===== src/logic/gpr_pkg.sv =====
// constants, register map and state types for the gpio port block
package gpr_pkg;

   localparam int ADDR_W   = 10;
   localparam int DATA_W   = 8;
   localparam int PE_W     = 2;
   localparam int PM_MAX_W = 4;

   // register offsets
   localparam logic [ADDR_W-1:0] OFS_PA    = 10'h000;
   localparam logic [ADDR_W-1:0] OFS_PB    = 10'h001;
   localparam logic [ADDR_W-1:0] OFS_DIRA  = 10'h002;
   localparam logic [ADDR_W-1:0] OFS_DIRB  = 10'h003;
   localparam logic [ADDR_W-1:0] OFS_PC    = 10'h004;
   localparam logic [ADDR_W-1:0] OFS_PD    = 10'h005;
   localparam logic [ADDR_W-1:0] OFS_DIRC  = 10'h006;
   localparam logic [ADDR_W-1:0] OFS_DIRD  = 10'h007;
   localparam logic [ADDR_W-1:0] OFS_PE    = 10'h008;
   localparam logic [ADDR_W-1:0] OFS_DIRE  = 10'h009;
   localparam logic [ADDR_W-1:0] OFS_PM    = 10'h250;
   localparam logic [ADDR_W-1:0] OFS_DDRM  = 10'h252;
   localparam logic [ADDR_W-1:0] OFS_ROUTE = 10'h254;

   // reset values
   localparam logic [DATA_W-1:0] REG_RST   = 8'h00;
   localparam logic              SCI_IDLE  = 1'b1;

   // route select codes, route register bits 3:2 timer, 1:0 serial
   localparam logic [1:0] TC2_PS5  = 2'h0;
   localparam logic [1:0] TC2_PE0  = 2'h1;
   localparam logic [1:0] TC2_PAD4 = 2'h2;
   localparam logic [1:0] SCI_PE   = 2'h0;
   localparam logic [1:0] SCI_PS   = 2'h1;
   localparam logic [1:0] SCI_PAD  = 2'h2;

   typedef struct packed {
      logic [1:0] tc2;
      logic [1:0] ser0;
   } gpr_route_t;

   typedef struct packed {
      logic [DATA_W-1:0]   lat_a;
      logic [DATA_W-1:0]   lat_b;
      logic [DATA_W-1:0]   lat_c;
      logic [DATA_W-1:0]   lat_d;
      logic [DATA_W-1:0]   dir_a;
      logic [DATA_W-1:0]   dir_b;
      logic [DATA_W-1:0]   dir_c;
      logic [DATA_W-1:0]   dir_d;
      logic [PE_W-1:0]     lat_e;
      logic [PE_W-1:0]     dir_e;
      logic [PM_MAX_W-1:0] lat_m;
      logic [PM_MAX_W-1:0] dir_m;
      gpr_route_t          route;
      logic [DATA_W-1:0]   rdata;
      logic [4*DATA_W-1:0] pin_abcd;
      logic [4*DATA_W-1:0] oe_b_abcd;
      logic [PE_W-1:0]     pin_e;
      logic [PE_W-1:0]     oe_b_e;
      logic [PM_MAX_W-1:0] pin_m;
      logic [PM_MAX_W-1:0] oe_b_m;
      logic                tc2_in;
      logic                ser0_rxd;
   } gpr_state_t;

endpackage : gpr_pkg


===== src/logic/gpr_sync.sv =====
// two-stage synchroniser for asynchronous pin levels
`timescale 1ns/10ps
`default_nettype none
module gpr_sync #(
   parameter int W = 8
) (
   input  wire logic         clk_i,
   input  wire logic         rst_b_i,
   input  wire logic [W-1:0] d_i,
   output logic      [W-1:0] q_o
);
   typedef struct packed {
      logic [W-1:0] s1;
      logic [W-1:0] s2;
   } gpr_sync_state_t;

   gpr_sync_state_t st_reg;
   gpr_sync_state_t st_next;

   // first stage feeds only the second stage
   always_comb
   begin
      st_next.s1 = d_i;
      st_next.s2 = st_reg.s1;
      if (!rst_b_i)
      begin
         st_next = '0;
      end
   end

   always_ff @(posedge clk_i)
   begin
      st_reg <= st_next;
   end

   assign q_o = st_reg.s2;
endmodule : gpr_sync
`default_nettype wire


===== src/logic/gpr_pin_bank.sv =====
// per-port read select and pin drive, peripheral claim first
`timescale 1ns/10ps
`default_nettype none
module gpr_pin_bank #(
   parameter int W = 8
) (
   input  wire logic [W-1:0] lat_i,
   input  wire logic [W-1:0] dir_i,
   input  wire logic [W-1:0] pin_s_i,
   input  wire logic [W-1:0] claim_i,
   input  wire logic [W-1:0] alt_out_i,
   input  wire logic [W-1:0] alt_oe_i,
   output logic      [W-1:0] rd_val_o,
   output logic      [W-1:0] drv_o,
   output logic      [W-1:0] oe_b_o
);
   // read: latch where output, synced pin where input; no other setting matters
   assign rd_val_o = (lat_i & dir_i) | (pin_s_i & ~dir_i);

   // a claimed pin follows its peripheral, else the latch drives outputs
   assign drv_o  = (claim_i & alt_out_i) | (~claim_i & lat_i);
   assign oe_b_o = ~((claim_i & alt_oe_i) | (~claim_i & dir_i));
endmodule : gpr_pin_bank
`default_nettype wire


===== src/logic/gpr_port_top.sv =====
// gpio ports a-e and m: registers, pin drive, read select and routing
`timescale 1ns/10ps
`default_nettype none
module gpr_port_top
   import gpr_pkg::*;
#(
   parameter int PM_BITS = 4
) (
   input  wire logic                clk_i,
   input  wire logic                rst_b_i,
   input  wire logic [ADDR_W-1:0]   addr_i,
   input  wire logic [DATA_W-1:0]   wdata_i,
   input  wire logic                wr_i,
   input  wire logic                rd_i,
   output logic      [DATA_W-1:0]   rdata_o,
   input  wire logic [4*DATA_W-1:0] pabcd_pin_i,
   output logic      [4*DATA_W-1:0] pabcd_pin_o,
   output logic      [4*DATA_W-1:0] pabcd_oe_b_o,
   input  wire logic [PE_W-1:0]     pe_pin_i,
   output logic      [PE_W-1:0]     pe_pin_o,
   output logic      [PE_W-1:0]     pe_oe_b_o,
   input  wire logic [PM_MAX_W-1:0] pm_pin_i,
   output logic      [PM_MAX_W-1:0] pm_pin_o,
   output logic      [PM_MAX_W-1:0] pm_oe_b_o,
   input  wire logic [PM_MAX_W-1:0] pm_claim_i,
   input  wire logic [PM_MAX_W-1:0] pm_alt_out_i,
   input  wire logic [PM_MAX_W-1:0] pm_alt_oe_i,
   input  wire logic                ps5_pin_i,
   input  wire logic                ps4_pin_i,
   input  wire logic                pad4_pin_i,
   input  wire logic                tc2_out_i,
   input  wire logic                tc2_oe_i,
   input  wire logic                ser0_txd_i,
   output logic                     tc2_in_o,
   output logic                     ser0_rxd_o,
   output logic      [1:0]          tc2_route_o,
   output logic      [1:0]          ser0_route_o
);
   localparam int SYNC_W = 4*DATA_W + PE_W + PM_MAX_W + 3;
   // implemented port m bits; upper latch and direction bits stay zero
   localparam logic [PM_MAX_W-1:0] PM_MASK = PM_MAX_W'((1 << PM_BITS) - 1);

   gpr_state_t st_reg;
   gpr_state_t st_next;

   logic [SYNC_W-1:0]   sync_q;
   logic [4*DATA_W-1:0] abcd_s;
   logic [PE_W-1:0]     pe_s;
   logic [PM_MAX_W-1:0] pm_s;
   logic                ps5_s;
   logic                ps4_s;
   logic                pad4_s;
   logic [4*DATA_W-1:0] rd_abcd;
   logic [4*DATA_W-1:0] drv_abcd;
   logic [4*DATA_W-1:0] oe_b_abcd;
   logic [PE_W-1:0]     rd_e;
   logic [PE_W-1:0]     drv_e;
   logic [PE_W-1:0]     oe_b_e;
   logic [PE_W-1:0]     claim_e;
   logic [PE_W-1:0]     alt_out_e;
   logic [PE_W-1:0]     alt_oe_e;
   logic [PM_MAX_W-1:0] rd_m;
   logic [PM_MAX_W-1:0] drv_m;
   logic [PM_MAX_W-1:0] oe_b_m;
   logic                tc2_on_pe;
   logic                sci_on_pe;

   // every pin level crosses two flops before the read select sees it
   gpr_sync #(
      .W (SYNC_W)
   ) u_sync (
      .clk_i   (clk_i),
      .rst_b_i (rst_b_i),
      .d_i     ({pabcd_pin_i, pe_pin_i, pm_pin_i, ps5_pin_i, ps4_pin_i, pad4_pin_i}),
      .q_o     (sync_q)
   );

   assign {abcd_s, pe_s, pm_s, ps5_s, ps4_s, pad4_s} = sync_q;

   // ports a to d have no alternate function in this block
   gpr_pin_bank #(
      .W (4*DATA_W)
   ) u_bank_abcd (
      .lat_i     ({st_reg.lat_a, st_reg.lat_b, st_reg.lat_c, st_reg.lat_d}),
      .dir_i     ({st_reg.dir_a, st_reg.dir_b, st_reg.dir_c, st_reg.dir_d}),
      .pin_s_i   (abcd_s),
      .claim_i   ('0),
      .alt_out_i ('0),
      .alt_oe_i  ('0),
      .rd_val_o  (rd_abcd),
      .drv_o     (drv_abcd),
      .oe_b_o    (oe_b_abcd)
   );

   // port e claims: timer wins pe0 over serial receive when both pick it
   assign tc2_on_pe = (st_reg.route.tc2 == TC2_PE0);
   assign sci_on_pe = (st_reg.route.ser0 == SCI_PE);
   assign claim_e   = {sci_on_pe, tc2_on_pe | sci_on_pe};
   assign alt_out_e = {ser0_txd_i, tc2_on_pe & tc2_out_i};
   assign alt_oe_e  = {1'b1, tc2_on_pe & tc2_oe_i};

   gpr_pin_bank #(
      .W (PE_W)
   ) u_bank_e (
      .lat_i     (st_reg.lat_e),
      .dir_i     (st_reg.dir_e),
      .pin_s_i   (pe_s),
      .claim_i   (claim_e),
      .alt_out_i (alt_out_e),
      .alt_oe_i  (alt_oe_e),
      .rd_val_o  (rd_e),
      .drv_o     (drv_e),
      .oe_b_o    (oe_b_e)
   );

   // port m: peripherals may take any implemented pin
   gpr_pin_bank #(
      .W (PM_MAX_W)
   ) u_bank_m (
      .lat_i     (st_reg.lat_m),
      .dir_i     (st_reg.dir_m),
      .pin_s_i   (pm_s & PM_MASK),
      .claim_i   (pm_claim_i & PM_MASK),
      .alt_out_i (pm_alt_out_i),
      .alt_oe_i  (pm_alt_oe_i),
      .rd_val_o  (rd_m),
      .drv_o     (drv_m),
      .oe_b_o    (oe_b_m)
   );

   // next state: register writes, read data, pin outputs, routed inputs
   always_comb
   begin
      st_next = st_reg;
      // writes; masks keep unimplemented bits at zero whatever is written
      if (wr_i)
      begin
         case (addr_i)
            OFS_PA:    st_next.lat_a = wdata_i;
            OFS_PB:    st_next.lat_b = wdata_i;
            OFS_DIRA:  st_next.dir_a = wdata_i;
            OFS_DIRB:  st_next.dir_b = wdata_i;
            OFS_PC:    st_next.lat_c = wdata_i;
            OFS_PD:    st_next.lat_d = wdata_i;
            OFS_DIRC:  st_next.dir_c = wdata_i;
            OFS_DIRD:  st_next.dir_d = wdata_i;
            OFS_PE:    st_next.lat_e = wdata_i[PE_W-1:0];
            OFS_DIRE:  st_next.dir_e = wdata_i[PE_W-1:0];
            OFS_PM:    st_next.lat_m = wdata_i[PM_MAX_W-1:0] & PM_MASK;
            OFS_DDRM:  st_next.dir_m = wdata_i[PM_MAX_W-1:0] & PM_MASK;
            OFS_ROUTE: st_next.route = wdata_i[3:0];
            default:   st_next.rdata = st_reg.rdata; // unmapped write ignored
         endcase
      end
      // read data stands for one cycle only; unmapped reads return zero
      st_next.rdata = REG_RST;
      if (rd_i)
      begin
         case (addr_i)
            OFS_PA:    st_next.rdata = rd_abcd[4*DATA_W-1:3*DATA_W];
            OFS_PB:    st_next.rdata = rd_abcd[3*DATA_W-1:2*DATA_W];
            OFS_DIRA:  st_next.rdata = st_reg.dir_a;
            OFS_DIRB:  st_next.rdata = st_reg.dir_b;
            OFS_PC:    st_next.rdata = rd_abcd[2*DATA_W-1:DATA_W];
            OFS_PD:    st_next.rdata = rd_abcd[DATA_W-1:0];
            OFS_DIRC:  st_next.rdata = st_reg.dir_c;
            OFS_DIRD:  st_next.rdata = st_reg.dir_d;
            OFS_PE:    st_next.rdata = DATA_W'(rd_e);
            OFS_DIRE:  st_next.rdata = DATA_W'(st_reg.dir_e);
            OFS_PM:    st_next.rdata = DATA_W'(rd_m & PM_MASK);
            OFS_DDRM:  st_next.rdata = DATA_W'(st_reg.dir_m);
            OFS_ROUTE: st_next.rdata = DATA_W'(st_reg.route);
            default:   st_next.rdata = REG_RST;
         endcase
      end
      // pins are registered so every output leaves a flop
      st_next.pin_abcd  = drv_abcd;
      st_next.oe_b_abcd = oe_b_abcd;
      st_next.pin_e     = drv_e;
      st_next.oe_b_e    = oe_b_e;
      st_next.pin_m     = drv_m;
      st_next.oe_b_m    = oe_b_m;
      // timer capture input source; reserved code reads low
      case (st_reg.route.tc2)
         TC2_PS5:  st_next.tc2_in = ps5_s;
         TC2_PE0:  st_next.tc2_in = pe_s[0];
         TC2_PAD4: st_next.tc2_in = pad4_s;
         default:  st_next.tc2_in = 1'b0;
      endcase
      // serial receive source; reserved code holds the line idle
      case (st_reg.route.ser0)
         SCI_PE:  st_next.ser0_rxd = pe_s[0];
         SCI_PS:  st_next.ser0_rxd = ps4_s;
         SCI_PAD: st_next.ser0_rxd = pad4_s;
         default: st_next.ser0_rxd = SCI_IDLE;
      endcase
      // reset: all pins inputs, latches and directions clear
      if (!rst_b_i)
      begin
         st_next           = '0;
         st_next.oe_b_abcd = '1;
         st_next.oe_b_e    = '1;
         st_next.oe_b_m    = '1;
         st_next.ser0_rxd  = SCI_IDLE;
      end
   end

   always_ff @(posedge clk_i)
   begin
      st_reg <= st_next;
   end

   // outputs straight from the state flops
   assign rdata_o       = st_reg.rdata;
   assign pabcd_pin_o   = st_reg.pin_abcd;
   assign pabcd_oe_b_o  = st_reg.oe_b_abcd;
   assign pe_pin_o      = st_reg.pin_e;
   assign pe_oe_b_o     = st_reg.oe_b_e;
   assign pm_pin_o      = st_reg.pin_m;
   assign pm_oe_b_o     = st_reg.oe_b_m;
   assign tc2_in_o      = st_reg.tc2_in;
   assign ser0_rxd_o    = st_reg.ser0_rxd;
   assign tc2_route_o   = st_reg.route.tc2;
   assign ser0_route_o  = st_reg.route.ser0;
endmodule : gpr_port_top
`default_nettype wire


===== config.mk =====
export PLATFORM = sky130hd
export DESIGN_NAME = gpr_port_top
export DESIGN_NICKNAME = d
export VERILOG_FILES = /design/src/logic/gpr_pkg.sv /design/src/logic/gpr_sync.sv /design/src/logic/gpr_pin_bank.sv /design/src/logic/gpr_port_top.sv
export SDC_FILE = /design/constraint.sdc
export NUM_CORES = 1
export LEC_CHECK = 0
export CAP_MARGIN = 20
export CELL_PAD_IN_SITES_DETAIL_PLACEMENT = 1
export CELL_PAD_IN_SITES_GLOBAL_PLACEMENT = 1
export CORE_ASPECT_RATIO = 1.5
export CORE_MARGIN = 3
export CORE_UTILIZATION = 49
export CTS_BUF_LIST = sky130_fd_sc_hd__clkbuf_4 sky130_fd_sc_hd__clkbuf_8 sky130_fd_sc_hd__clkbuf_16
export CTS_CLUSTER_SIZE = 14
export DETAILED_ROUTE_END_ITERATION = 10
export DONT_BUFFER_PORTS = 1
export PLACE_DENSITY_LB_ADDON = 0.15
export SLEW_MARGIN = 20
export SYNTH_ARGS = -nofsm -noshare
export SYNTH_HDL_FRONTEND = slang
export SYNTH_SLANG_ARGS = --single-unit

===== constraint.sdc =====
create_clock -name clk_i -period 2 [get_ports clk_i]
set_clock_uncertainty 0.2 [all_clocks]
set_input_delay 0.3 -clock clk_i [delete_from_list [all_inputs] [get_ports clk_i]]
set_output_delay 0.3 -clock clk_i [all_outputs]
set_load 0.02 [all_outputs]

After elaboration in Yosys (flattened, before gate mapping)

Cells that the tools add are included.

Equality and inequality tests: 16
Muxes and demuxes: 3
Bitwise logic cells: 31
Reduce and logical (&&, ||, !) cells: 17

Operators by type and width:

| cell                                                             | count |
|---|---|
| 8-bit case mux with 13 select lines                              | 1 |
| 32-bit bitwise AND                                               | 2 |
| 10-bit by 3-bit == test with 1-bit output, second input constant | 4 |
| 32-bit inverter                                                  | 1 |
| 32-bit bitwise OR                                                | 1 |
| 10-bit == test, second input constant                            | 3 |
| 2-bit AND reduction                                              | 14 |
| 4-bit bitwise AND                                                | 6 |
| 10-bit by 2-bit == test with 1-bit output, second input constant | 2 |
| 10-bit by 4-bit == test with 1-bit output, second input constant | 2 |
| 2-bit bitwise AND                                                | 6 |
| 4-bit inverter                                                   | 3 |
| 4-bit bitwise OR                                                 | 3 |
| 10-bit by 1-bit == test with 1-bit output, second input constant | 1 |
| 10-bit logical NOT                                               | 1 |
| 2-bit inverter                                                   | 3 |
| 2-bit bitwise OR                                                 | 3 |
| 1-bit case mux with 3 select lines                               | 2 |
| 2-bit by 1-bit == test with 1-bit output, second input constant  | 2 |
| 2-bit == test, second input constant                             | 2 |
| 2-bit logical NOT                                                | 2 |
| 1-bit bitwise AND                                                | 2 |
| 1-bit bitwise OR                                                 | 1 |

Flip-flop bits (word level): 248
Input port bits: 78
Output and inout bits: 90
Logic and storage cells: 92

Longest topological paths before layout

Gate-level depths: netlist of run 1.

Depth in word-level cells: 6
Gate-level depth with buffers: 7
Mapped depth without buffers: 5

Modules after synthesis

From an unflattened synthesis of run 1, not the netlist that was laid out.

Cell total of the unflattened synthesis: 986
Area total of the unflattened synthesis: 11,262.1 sq um

Modules (own cells, without submodules):

| module                      | instances | cells an instance | area each (sq um) |
|---|---|---|---|
| gpr_port_top                | 1         | 659               | 7,135.6 |
| gpr_sync                    | 1         | 213               | 2,605.0 |
| gpr_pin_bank at u_bank_abcd | 1         | 96                | 1,281.2 |
| gpr_pin_bank at u_bank_m    | 1         | 12                | 160.2 |
| gpr_pin_bank at u_bank_e    | 1         | 6                 | 80.1 |

Least setup slack after synthesis of run 1

No wires, ideal clock.

Kind: input port to flip-flop
Start point: in addr_i[1]
End point: reg st_reg (netlist bit rdata_o[5])
Arrival time: 1.522 ns
Required time: 1.723 ns
Setup slack: 0.201 ns
Cell stages on the path: 6
Path buffers: 1
Cell sequence: buf_6 > or3b_1 > a21oi_1 > a21oi_1 > or4_4 > a41oi_2

Word-level cells in the longest chain between the ends: 2

RTL lines:

| element                                | RTL line            | RTL |
|---|---|---|
| start: declaration                     | gpr_port_top.sv:11  | `input wire logic [ADDR_W-1:0] addr_i,` |
| 10-bit == test (tied with other cells) | gpr_port_top.sv:159 | `case (addr_i)` |
| 8-bit case mux with 13 select lines *  | gpr_port_top.sv:159 |  |
| end signal: assignment                 | gpr_port_top.sv:210 | `st_reg <= st_next;` |
| end: declaration                       | gpr_port_top.sv:43  | `gpr_state_t st_reg;` |

Every way passes the cells marked *; elsewhere a longest branch is shown, timed or not.
A chain may end at the register's enable or synchronous reset.

Worst setup path in the final report of run 1

Start point: reg st_reg[93] in the netlist's numbering
End point: reg st_reg (netlist bit rdata_o[3])

Word-level cells in the longest chain between the ends: 4

RTL lines:

| element                               | RTL line            | RTL |
|---|---|---|
| 4-bit inverter                        | gpr_pin_bank.sv:18  | `assign rd_val_o = (lat_i & dir_i) \| (pin_s_i & ~dir_i);` |
| 4-bit bitwise AND                     | gpr_pin_bank.sv:18  |  |
| 4-bit bitwise OR                      | gpr_pin_bank.sv:18  |  |
| 8-bit case mux with 13 select lines * | gpr_port_top.sv:159 |  |

Marks and branches as above.

==> impl_results.md, run 1 <==
* Post-synth EDFFs at 0
* Most common cell after layout, fill and taps aside: dfxtp_1
* Post-Synthesis Cells at 938
* Global placement routability congestion at 0.869
* Leak at 4.78 nW
* Worst-Skew Late Latency at 0.53 ns
* Post-Synth Adder-Cell Area at 0%
* Initial DRC Count at 396
* Vias in the first global route at 7,822
* Std cell rows at 62
* Hold WC Path Type: in -> reg
* Final setup violation count at 0
* Final hold violation count at 0
* Layout area overhead at 23.8%
* Starting density of the core at 49.9%
* Die Wd at 120 um
* Crit Path Max Fanout at 4
* Clock root cell: clkbuf_16
* Tot GR Track Use at 28.6%
* Ys flop type: dfxtp_1
* Initial antenna violation count at 1
* Syn_nets at 1,016
* Max FFs per register at 76
* Most frequent cells in the layout: 246 x dfxtp_1, 188 x dlygate4sd3_1, 117 x and2_1
* Post-Route WL at 30.7 mm
* Ys Warns at 0
* Pwr/cell area at 822 nW/um^2
* Critical Path RT at 2.21 ns
* Remaining DRCs at 0
* Inst Count DP at 1,070
* Ys async rst share at 0%
* Vias per std cell at 5.38
* Fill count at 2,057
* PortBufs at 0
* Worst EP arrival at 2.19 ns
* Hpwl dp at 16.9 mm
* TritonCTS Buffers at 23
* Crit. End Element: flop
* WHS at 0.0163 ns
* Wire per inst at 23.7 um
* Pin count of the biggest net entering global routing at 125
* Area of the core at 19,200 um^2
* Crit start category: flop
* Status: finished clean
* Fin crit period at 1.98 ns
* Slew Limit Fails at 0
* Share of cells above drive strength 1 at 9.98%
* Peak supply drop at 0.823 mV
* Number of max-cap violations at 0
* Cell variety after synth at 56
* Clock Pin Slew Worst Setup and Hold Paths at 0.07 ns
* CP Class: reg -> reg
* Top Ports at 168
* Worst slew pin tran at 0.876 ns
* Setup Fix Bufs, Post-CTS at 0
* Via count at 6,991
* Mapped Area at 9600 um^2
* Max Fclk at 0.506 GHz
* Global route overflow at 0
* Setup TNS at 0 ns
* Worst rel slew slack at 41.4%
* CTS tree: done
* Sequential share of the synthesized area at 51.7%
* Clk buf depth at 3
* Final Cycle Share at 98.9%
* Syn avg cell area at 10.2 um^2
* Layout net count at 1,107
* DIE HEIGHT at 177 um
* Mux share of post-synthesis cell area at 10.5%
* DR pass1 iterations at 5
* Htree depth at 1
* Xor and xnor area share after synthesis at 0%
* Final cell count without fillers at 1,299
* Die footprint at 21,300 um^2
* FF+latch count, synth at 248
* Clock Sinks at 248
* Final ANT Viol Nets at 0
* Simple-Gate Fraction of Synth Area at 21.3%
* Post-synthesis compound-gate area fraction at 7.00%
* Largest family of logic cells by synthesized area: simple AND/OR/NAND/NOR gates
* First-pass GRT wire length at 46.6 mm
[stage by stage]
stage / util [%] / total power, mW / setup slack [ns] / cell area (um^2)
after floorplan: - / 5.43 / 0.201 / 9600
after global placement: 47.8 / 5.38 / -0.110 / 9190
after detailed placement: 47.8 / 5.39 / -0.118 / 9190
after CTS: 61.3 / 9.75 / 0.0195 / 11800
after global routing: 61.8 / 10.1 / -0.0368 / 11900
final: 61.8 / 9.78 / 0.0226 / 11900
[critical path, cell delays in order, from the launching register on]
cell     delay, ns
dfxtp_1       0.35
or3b_1        0.42
a21oi_2       0.14
a21oi_1       0.05
or4_4         0.44
a31oi_2       0.25
[path summary, 6_finish.rpt]
path | endpoint | slack [ns] | cells past startpoint | from
hold / removal | st_reg[165] | 0.02 | 4 | addr_i[2]
hold reg to reg | u_sync.q_o[0] | 0.23 | 1 | u_sync.st_reg[41]
setup reg to reg | rdata_o[3] | 0.02 | 5 | st_reg[93]
setup / recovery | rdata_o[3] | 0.02 | 5 | st_reg[93]
[layout make-up]
class	count	area, um^2	area share [%]
Clock inverter	6	40.0	0.337
Timing Repair Buffer	211	2090	17.6
Inverter	1	3.75	0.0316
Sequential cell	248	4970	41.8
Clock buffer	32	656	5.51
Antenna cell	1	2.50	0.0210
Multi-Input combinational cell	544	3810	32.0
Tap cell	256	320	2.69
[cells in the mapped netlist, types with 2 or more instances]
cell type    n  area share [%]
a31oi_1      5            0.33
and3_1       4            0.26
o21a_1       2            0.16
a21boi_1    16             1.3
dfxtp_1    248              52
a32oi_1      2            0.18
a2111oi_0    3            0.27
nand2b_1    10            0.65
a41oi_1      2            0.18
or3b_1       5            0.46
nand3_1     34             1.8
o21ai_1      2            0.10
nand2_1     64             2.5
o22ai_1      5            0.33
clkbuf_1    40             1.6
buf_4       90             7.0
nor2_1       9            0.35
nor2b_1     79             5.1
nor3_2       3            0.31
and2_1     117             7.6
or4_1        3            0.23
a21oi_1     16            0.83
mux2_2      12             1.4
a211oi_1     6            0.47
buf_2       13            0.68
nand3_2      3            0.31
mux2i_1     85             8.9
nand4_2      2            0.26
o21ai_0     24             1.3
a22o_1       4            0.36
a22oi_1      4            0.31
nor3_1       2            0.10
[layer usage]
metal	track usage (%)	vias to the layer above	wire, um
met5	0	-	9
met1	31.9	3438	11300
met4	13.6	2	1740
met2	52.2	242	16000
li1	-	3220	-
met3	5.07	89	1630
[power breakdown]
group	total [mW]	internal, mW	switching [mW]
clock	4.20	2.30	1.90
sequential	5.07	5.03	0.0469
combinational	0.509	0.287	0.222
total	9.78	7.61	2.17
[kinds of logic after synthesis]
| logic type | after synthesis |
|---|---|
| simple gates | 346 |
| flops | 248 |
| buf+inv | 146 |
| compound gates | 100 |
| mux | 98 |
[repair_timing]
action	4_1_cts	5_1_grt
gates resized for setup	1	18
endpoints found under the hold margin	248	4
endpoints found under the setup margin	1	19
pin swaps	0	2
hold buffers	189	1
(Power assumes the default switching activity.)
==> run 2, diff against run 1 <==
Settings changed: CORE_UTILIZATION 49 to 50, SYNTH_HIERARCHICAL set to 1.
==> impl_results.md, run 2 <==
* Status: complete, but fails checks
* Violated checks: hold timing, setup timing
* R2R cell count at 6 (+1)
* Top Ports at 168 (unchanged)
* PortBufs at 0 (unchanged)
* Die footprint at 24,400 um^2 (+14%)
* Worst slew pin tran at 0.802 ns (-0.0741 ns)
* Hpwl dp at 16.9 mm (+0.27%)
* Post-Synthesis Cells at 986 (+5.1%)
* Final ANT Viol Nets at 0 (unchanged)
* CP max-delay cell: dlygate4sd3_1
* Cell variety after synth at 58 (+3.6%)
* Pwr/cell area at 775 nW/um^2 (-5.8%)
* Most common cell after layout, fill and taps aside: dfxtp_1
* Clock root cell: clkbuf_16
* Worst setup path end: rdata_o[2]
* Worst Setup Slack, final at -0.0683 ns (-0.0908 ns)
* Std cell rows at 66 (+6.5%)
* Max FFs per register at 76 (unchanged)
* Critical Path Source: st_reg[128]
* Via count at 7,401 (+5.9%)
* Vias per std cell at 4.98 (-7.4%)
* Worst-Skew Late Latency at 0.52 ns (about the same)
* Max Fclk at 0.483 GHz (-4.4%)
* DR pass1 iterations at 5 (unchanged)
* Tot GR Track Use at 24.0% (-4.6 points)
* Vias in the first global route at 7,958 (+1.7%)
* Post-synth EDFFs at 0 (unchanged)
* Delay-heaviest family, CP: buffers and inverters
* Synth cell count leaders: 248 x dfxtp_1, 133 x buf_4, 129 x mux2i_1, 83 x nor2b_1, 82 x and2_2
* Pin count of the biggest net entering global routing at 128 (+2.4%)
* Cell count along the critical path at 6 (+1)
* Most frequent cells in the layout: 244 x dfxtp_1, 200 x dlygate4sd3_1, 129 x mux2i_1, 129 x conb_1, 83 x nor2b_1
* Crit start category: flop
* Leak at 6.35 nW (+33%)
* Number of max-cap violations at 0 (unchanged)
* Initial antenna violation count at 2 (+1)
* Clk buf depth at 3 (unchanged)
* Final Cycle Share at 103% (+4.5 points)
* Area contributors post-synth: dfxtp_1 44%, mux2i_1 11%, mux2_4 10%, buf_4 8.9%, and2_2 5.5%
* Setup TNS at -0.0768 ns (-0.0768 ns)
* Htree depth at 1 (unchanged)
* TritonCTS Buffers at 24 (+4.3%)
* CP bufs+invs at 2 (+2)
* Initial DRC Count at 367 (-7.3%)
* Critical R2R Launch: st_reg[128]
* Area of the core at 21,900 um^2 (+14%)
* Final setup violation count at 2 (+2)
* Mapped Area at 11,300 um^2 (+17%)
* Post-Route WL at 30.7 mm (about the same)
* Global route overflow at 0 (unchanged)
* Worst rel slew slack at 46.6% (+5.1 points)
* Remaining DRCs at 0 (unchanged)
* WHS at -0.00248 ns (-0.0187 ns)
* CP Class: reg -> reg
* Slew Limit Fails at 0 (unchanged)
* First-pass GRT wire length at 45.3 mm (-2.8%)
* Sequential share of the synthesized area at 44.1% (-7.6 points)
* Starting density of the core at 51.5% (+1.5 points)
* Clock Sinks at 248 (unchanged)
* Wire per inst at 20.7 um (-12%)
* Layout net count at 1,271 (+15%)
* Fill count at 2,239 (+8.8%)
* Critical Path RT at 2.17 ns (-0.04 ns)
* Fin crit period at 2.07 ns (+0.0908 ns)
* FF+latch count, synth at 248 (unchanged)
* Worst EP arrival at 2.24 ns (+0.05 ns)
* Syn avg cell area at 11.4 um^2 (+12%)
* Hold WC Path Type: in -> reg
* DIE HEIGHT at 190 um (+7.0%)
* Layout area overhead at 24.8%
* Cells along the critical path: buf_4 > mux2i_1 > nor3b_1 > dlygate4sd3_1 > o21ai_0 > a31oi_1
* Peak supply drop at 0.620 mV (-25%)
* Crit. End Element: flop
* Max incr delay on CP at 0.56 ns (+0.12 ns)
* Dominant cell type by area after synthesis: dfxtp_1
* Crit Path Max Fanout at 3 (-1)
* R2R Setup Slk at -0.07 ns (-0.09 ns)
* CTS tree: done
* Final hold violation count at 1 (+1)
* Synth top area share at 44.1% (-7.6 points)
* Die Wd at 129 um (+6.8%)
* Ys async rst share at 0% (unchanged)
* Share of cells above drive strength 1 at 22.4% (+12 points)
* Reg2Reg Capture Point: rdata_o[2]
* Most common cell in the netlist: dfxtp_1
* Clock Pin Slew Worst Setup and Hold Paths at 0.07 ns (about the same)
* Global placement routability congestion at 0.888 (+2.1%)
* Ys flop type: dfxtp_1
* Ys Warns at 6 (+6)
-- run 2: cell count changes in the layout (fill, tap and decap cells not counted), sizes merged, moves of 29 or more --
cell and change:
conb +129, mux2 +72, mux2i +44, nand2 -55, nand2b +29, nand3 -31
-- run 2: worst min-delay path by stage --
stage | slack (ns) | endpoint | cells after the start | start
5_1_grt | 0.02 | rdata_o[1] | 3 | addr_i[2]
2_1_floorplan | 0.23 | u_sync/q_o[0] | 1 | u_sync/st_reg[41]
4_1_cts | -0.36 | rdata_o[4] | 1 | addr_i[3]
3_5_place_dp | 0.19 | rdata_o[4] | 1 | addr_i[3]
6_report | -0.002 | rdata_o[0] | 4 | addr_i[9]
3_3_place_gp | 0.19 | rdata_o[4] | 1 | addr_i[3]
-- run 2: metal layers --
layer  global-route usage (%)  part of all wire [%]  vias up
li1                         -                     -     3461
met1                     26.1                    37     3667
met2                     46.9                    56      218
met3                     4.27                   4.7       53
met4                     6.14                   2.6        2
met5                        0                 0.042        -
-- run 2: tightest hold or removal path: cells and delay by family --
| family | cells | cell delay (ns) |
|---|---|---|
| AND/OR/NAND/NOR | 2 | 0.20 |
| AO/OA/AOI/OAI | 2 | 0.15 |
-- run 2: area by class of cell --
| type | count | area, um^2 | area share [%] |
|---|---|---|---|
| multi-input combinational | 687 | 5580 | 39.7 |
| sequential | 248 | 4970 | 35.4 |
| timing repair buffer | 230 | 2280 | 16.2 |
| clock buffer | 36 | 746 | 5.31 |
| tap | 272 | 340 | 2.42 |
| clock inverter | 8 | 118 | 0.837 |
| inverter | 2 | 7.51 | 0.0534 |
| antenna | 2 | 5.00 | 0.0356 |
-- run 2: timing repair --
item	CTS	global route
hold endpoints to repair	248	17
pin swaps	0	3
buffers inserted	0	5
gates resized for setup	1	15
setup endpoints to repair	1	39
hold buffers	196	12
-- run 2: cells by family after synthesis --
group	Yosys count	synth area share, %
other cells	2	0.0667
compound gates	36	2.22
buf+inv	178	10.8
mux	220	23.8
flops	248	44.1
simple gates	302	19.0
-- run 2: stage by stage --
stage / instances / worst slack [ns] / instance area (um^2) / util, % / total power [mW]
after global placement: 1229 / 0.0132 / 11000 / 50.4 / 5.74
after floorplan: 1113 / 0.296 / 11700 / - / 5.90
after CTS: 1469 / 0.0226 / 13900 / 63.4 / 10.9
after global routing: 1484 / -0.0548 / 14100 / 64.2 / 11.3
after detailed placement: 1229 / 0.00408 / 11000 / 50.4 / 5.75
final: 1485 / -0.0683 / 14100 / 64.2 / 10.9
-- run 2: power breakdown --
group	switching (mW)	internal (mW)	total (mW)
Combinational	0.299	0.487	0.786
Clock	1.93	2.96	4.89
Sequential	0.128	5.08	5.21
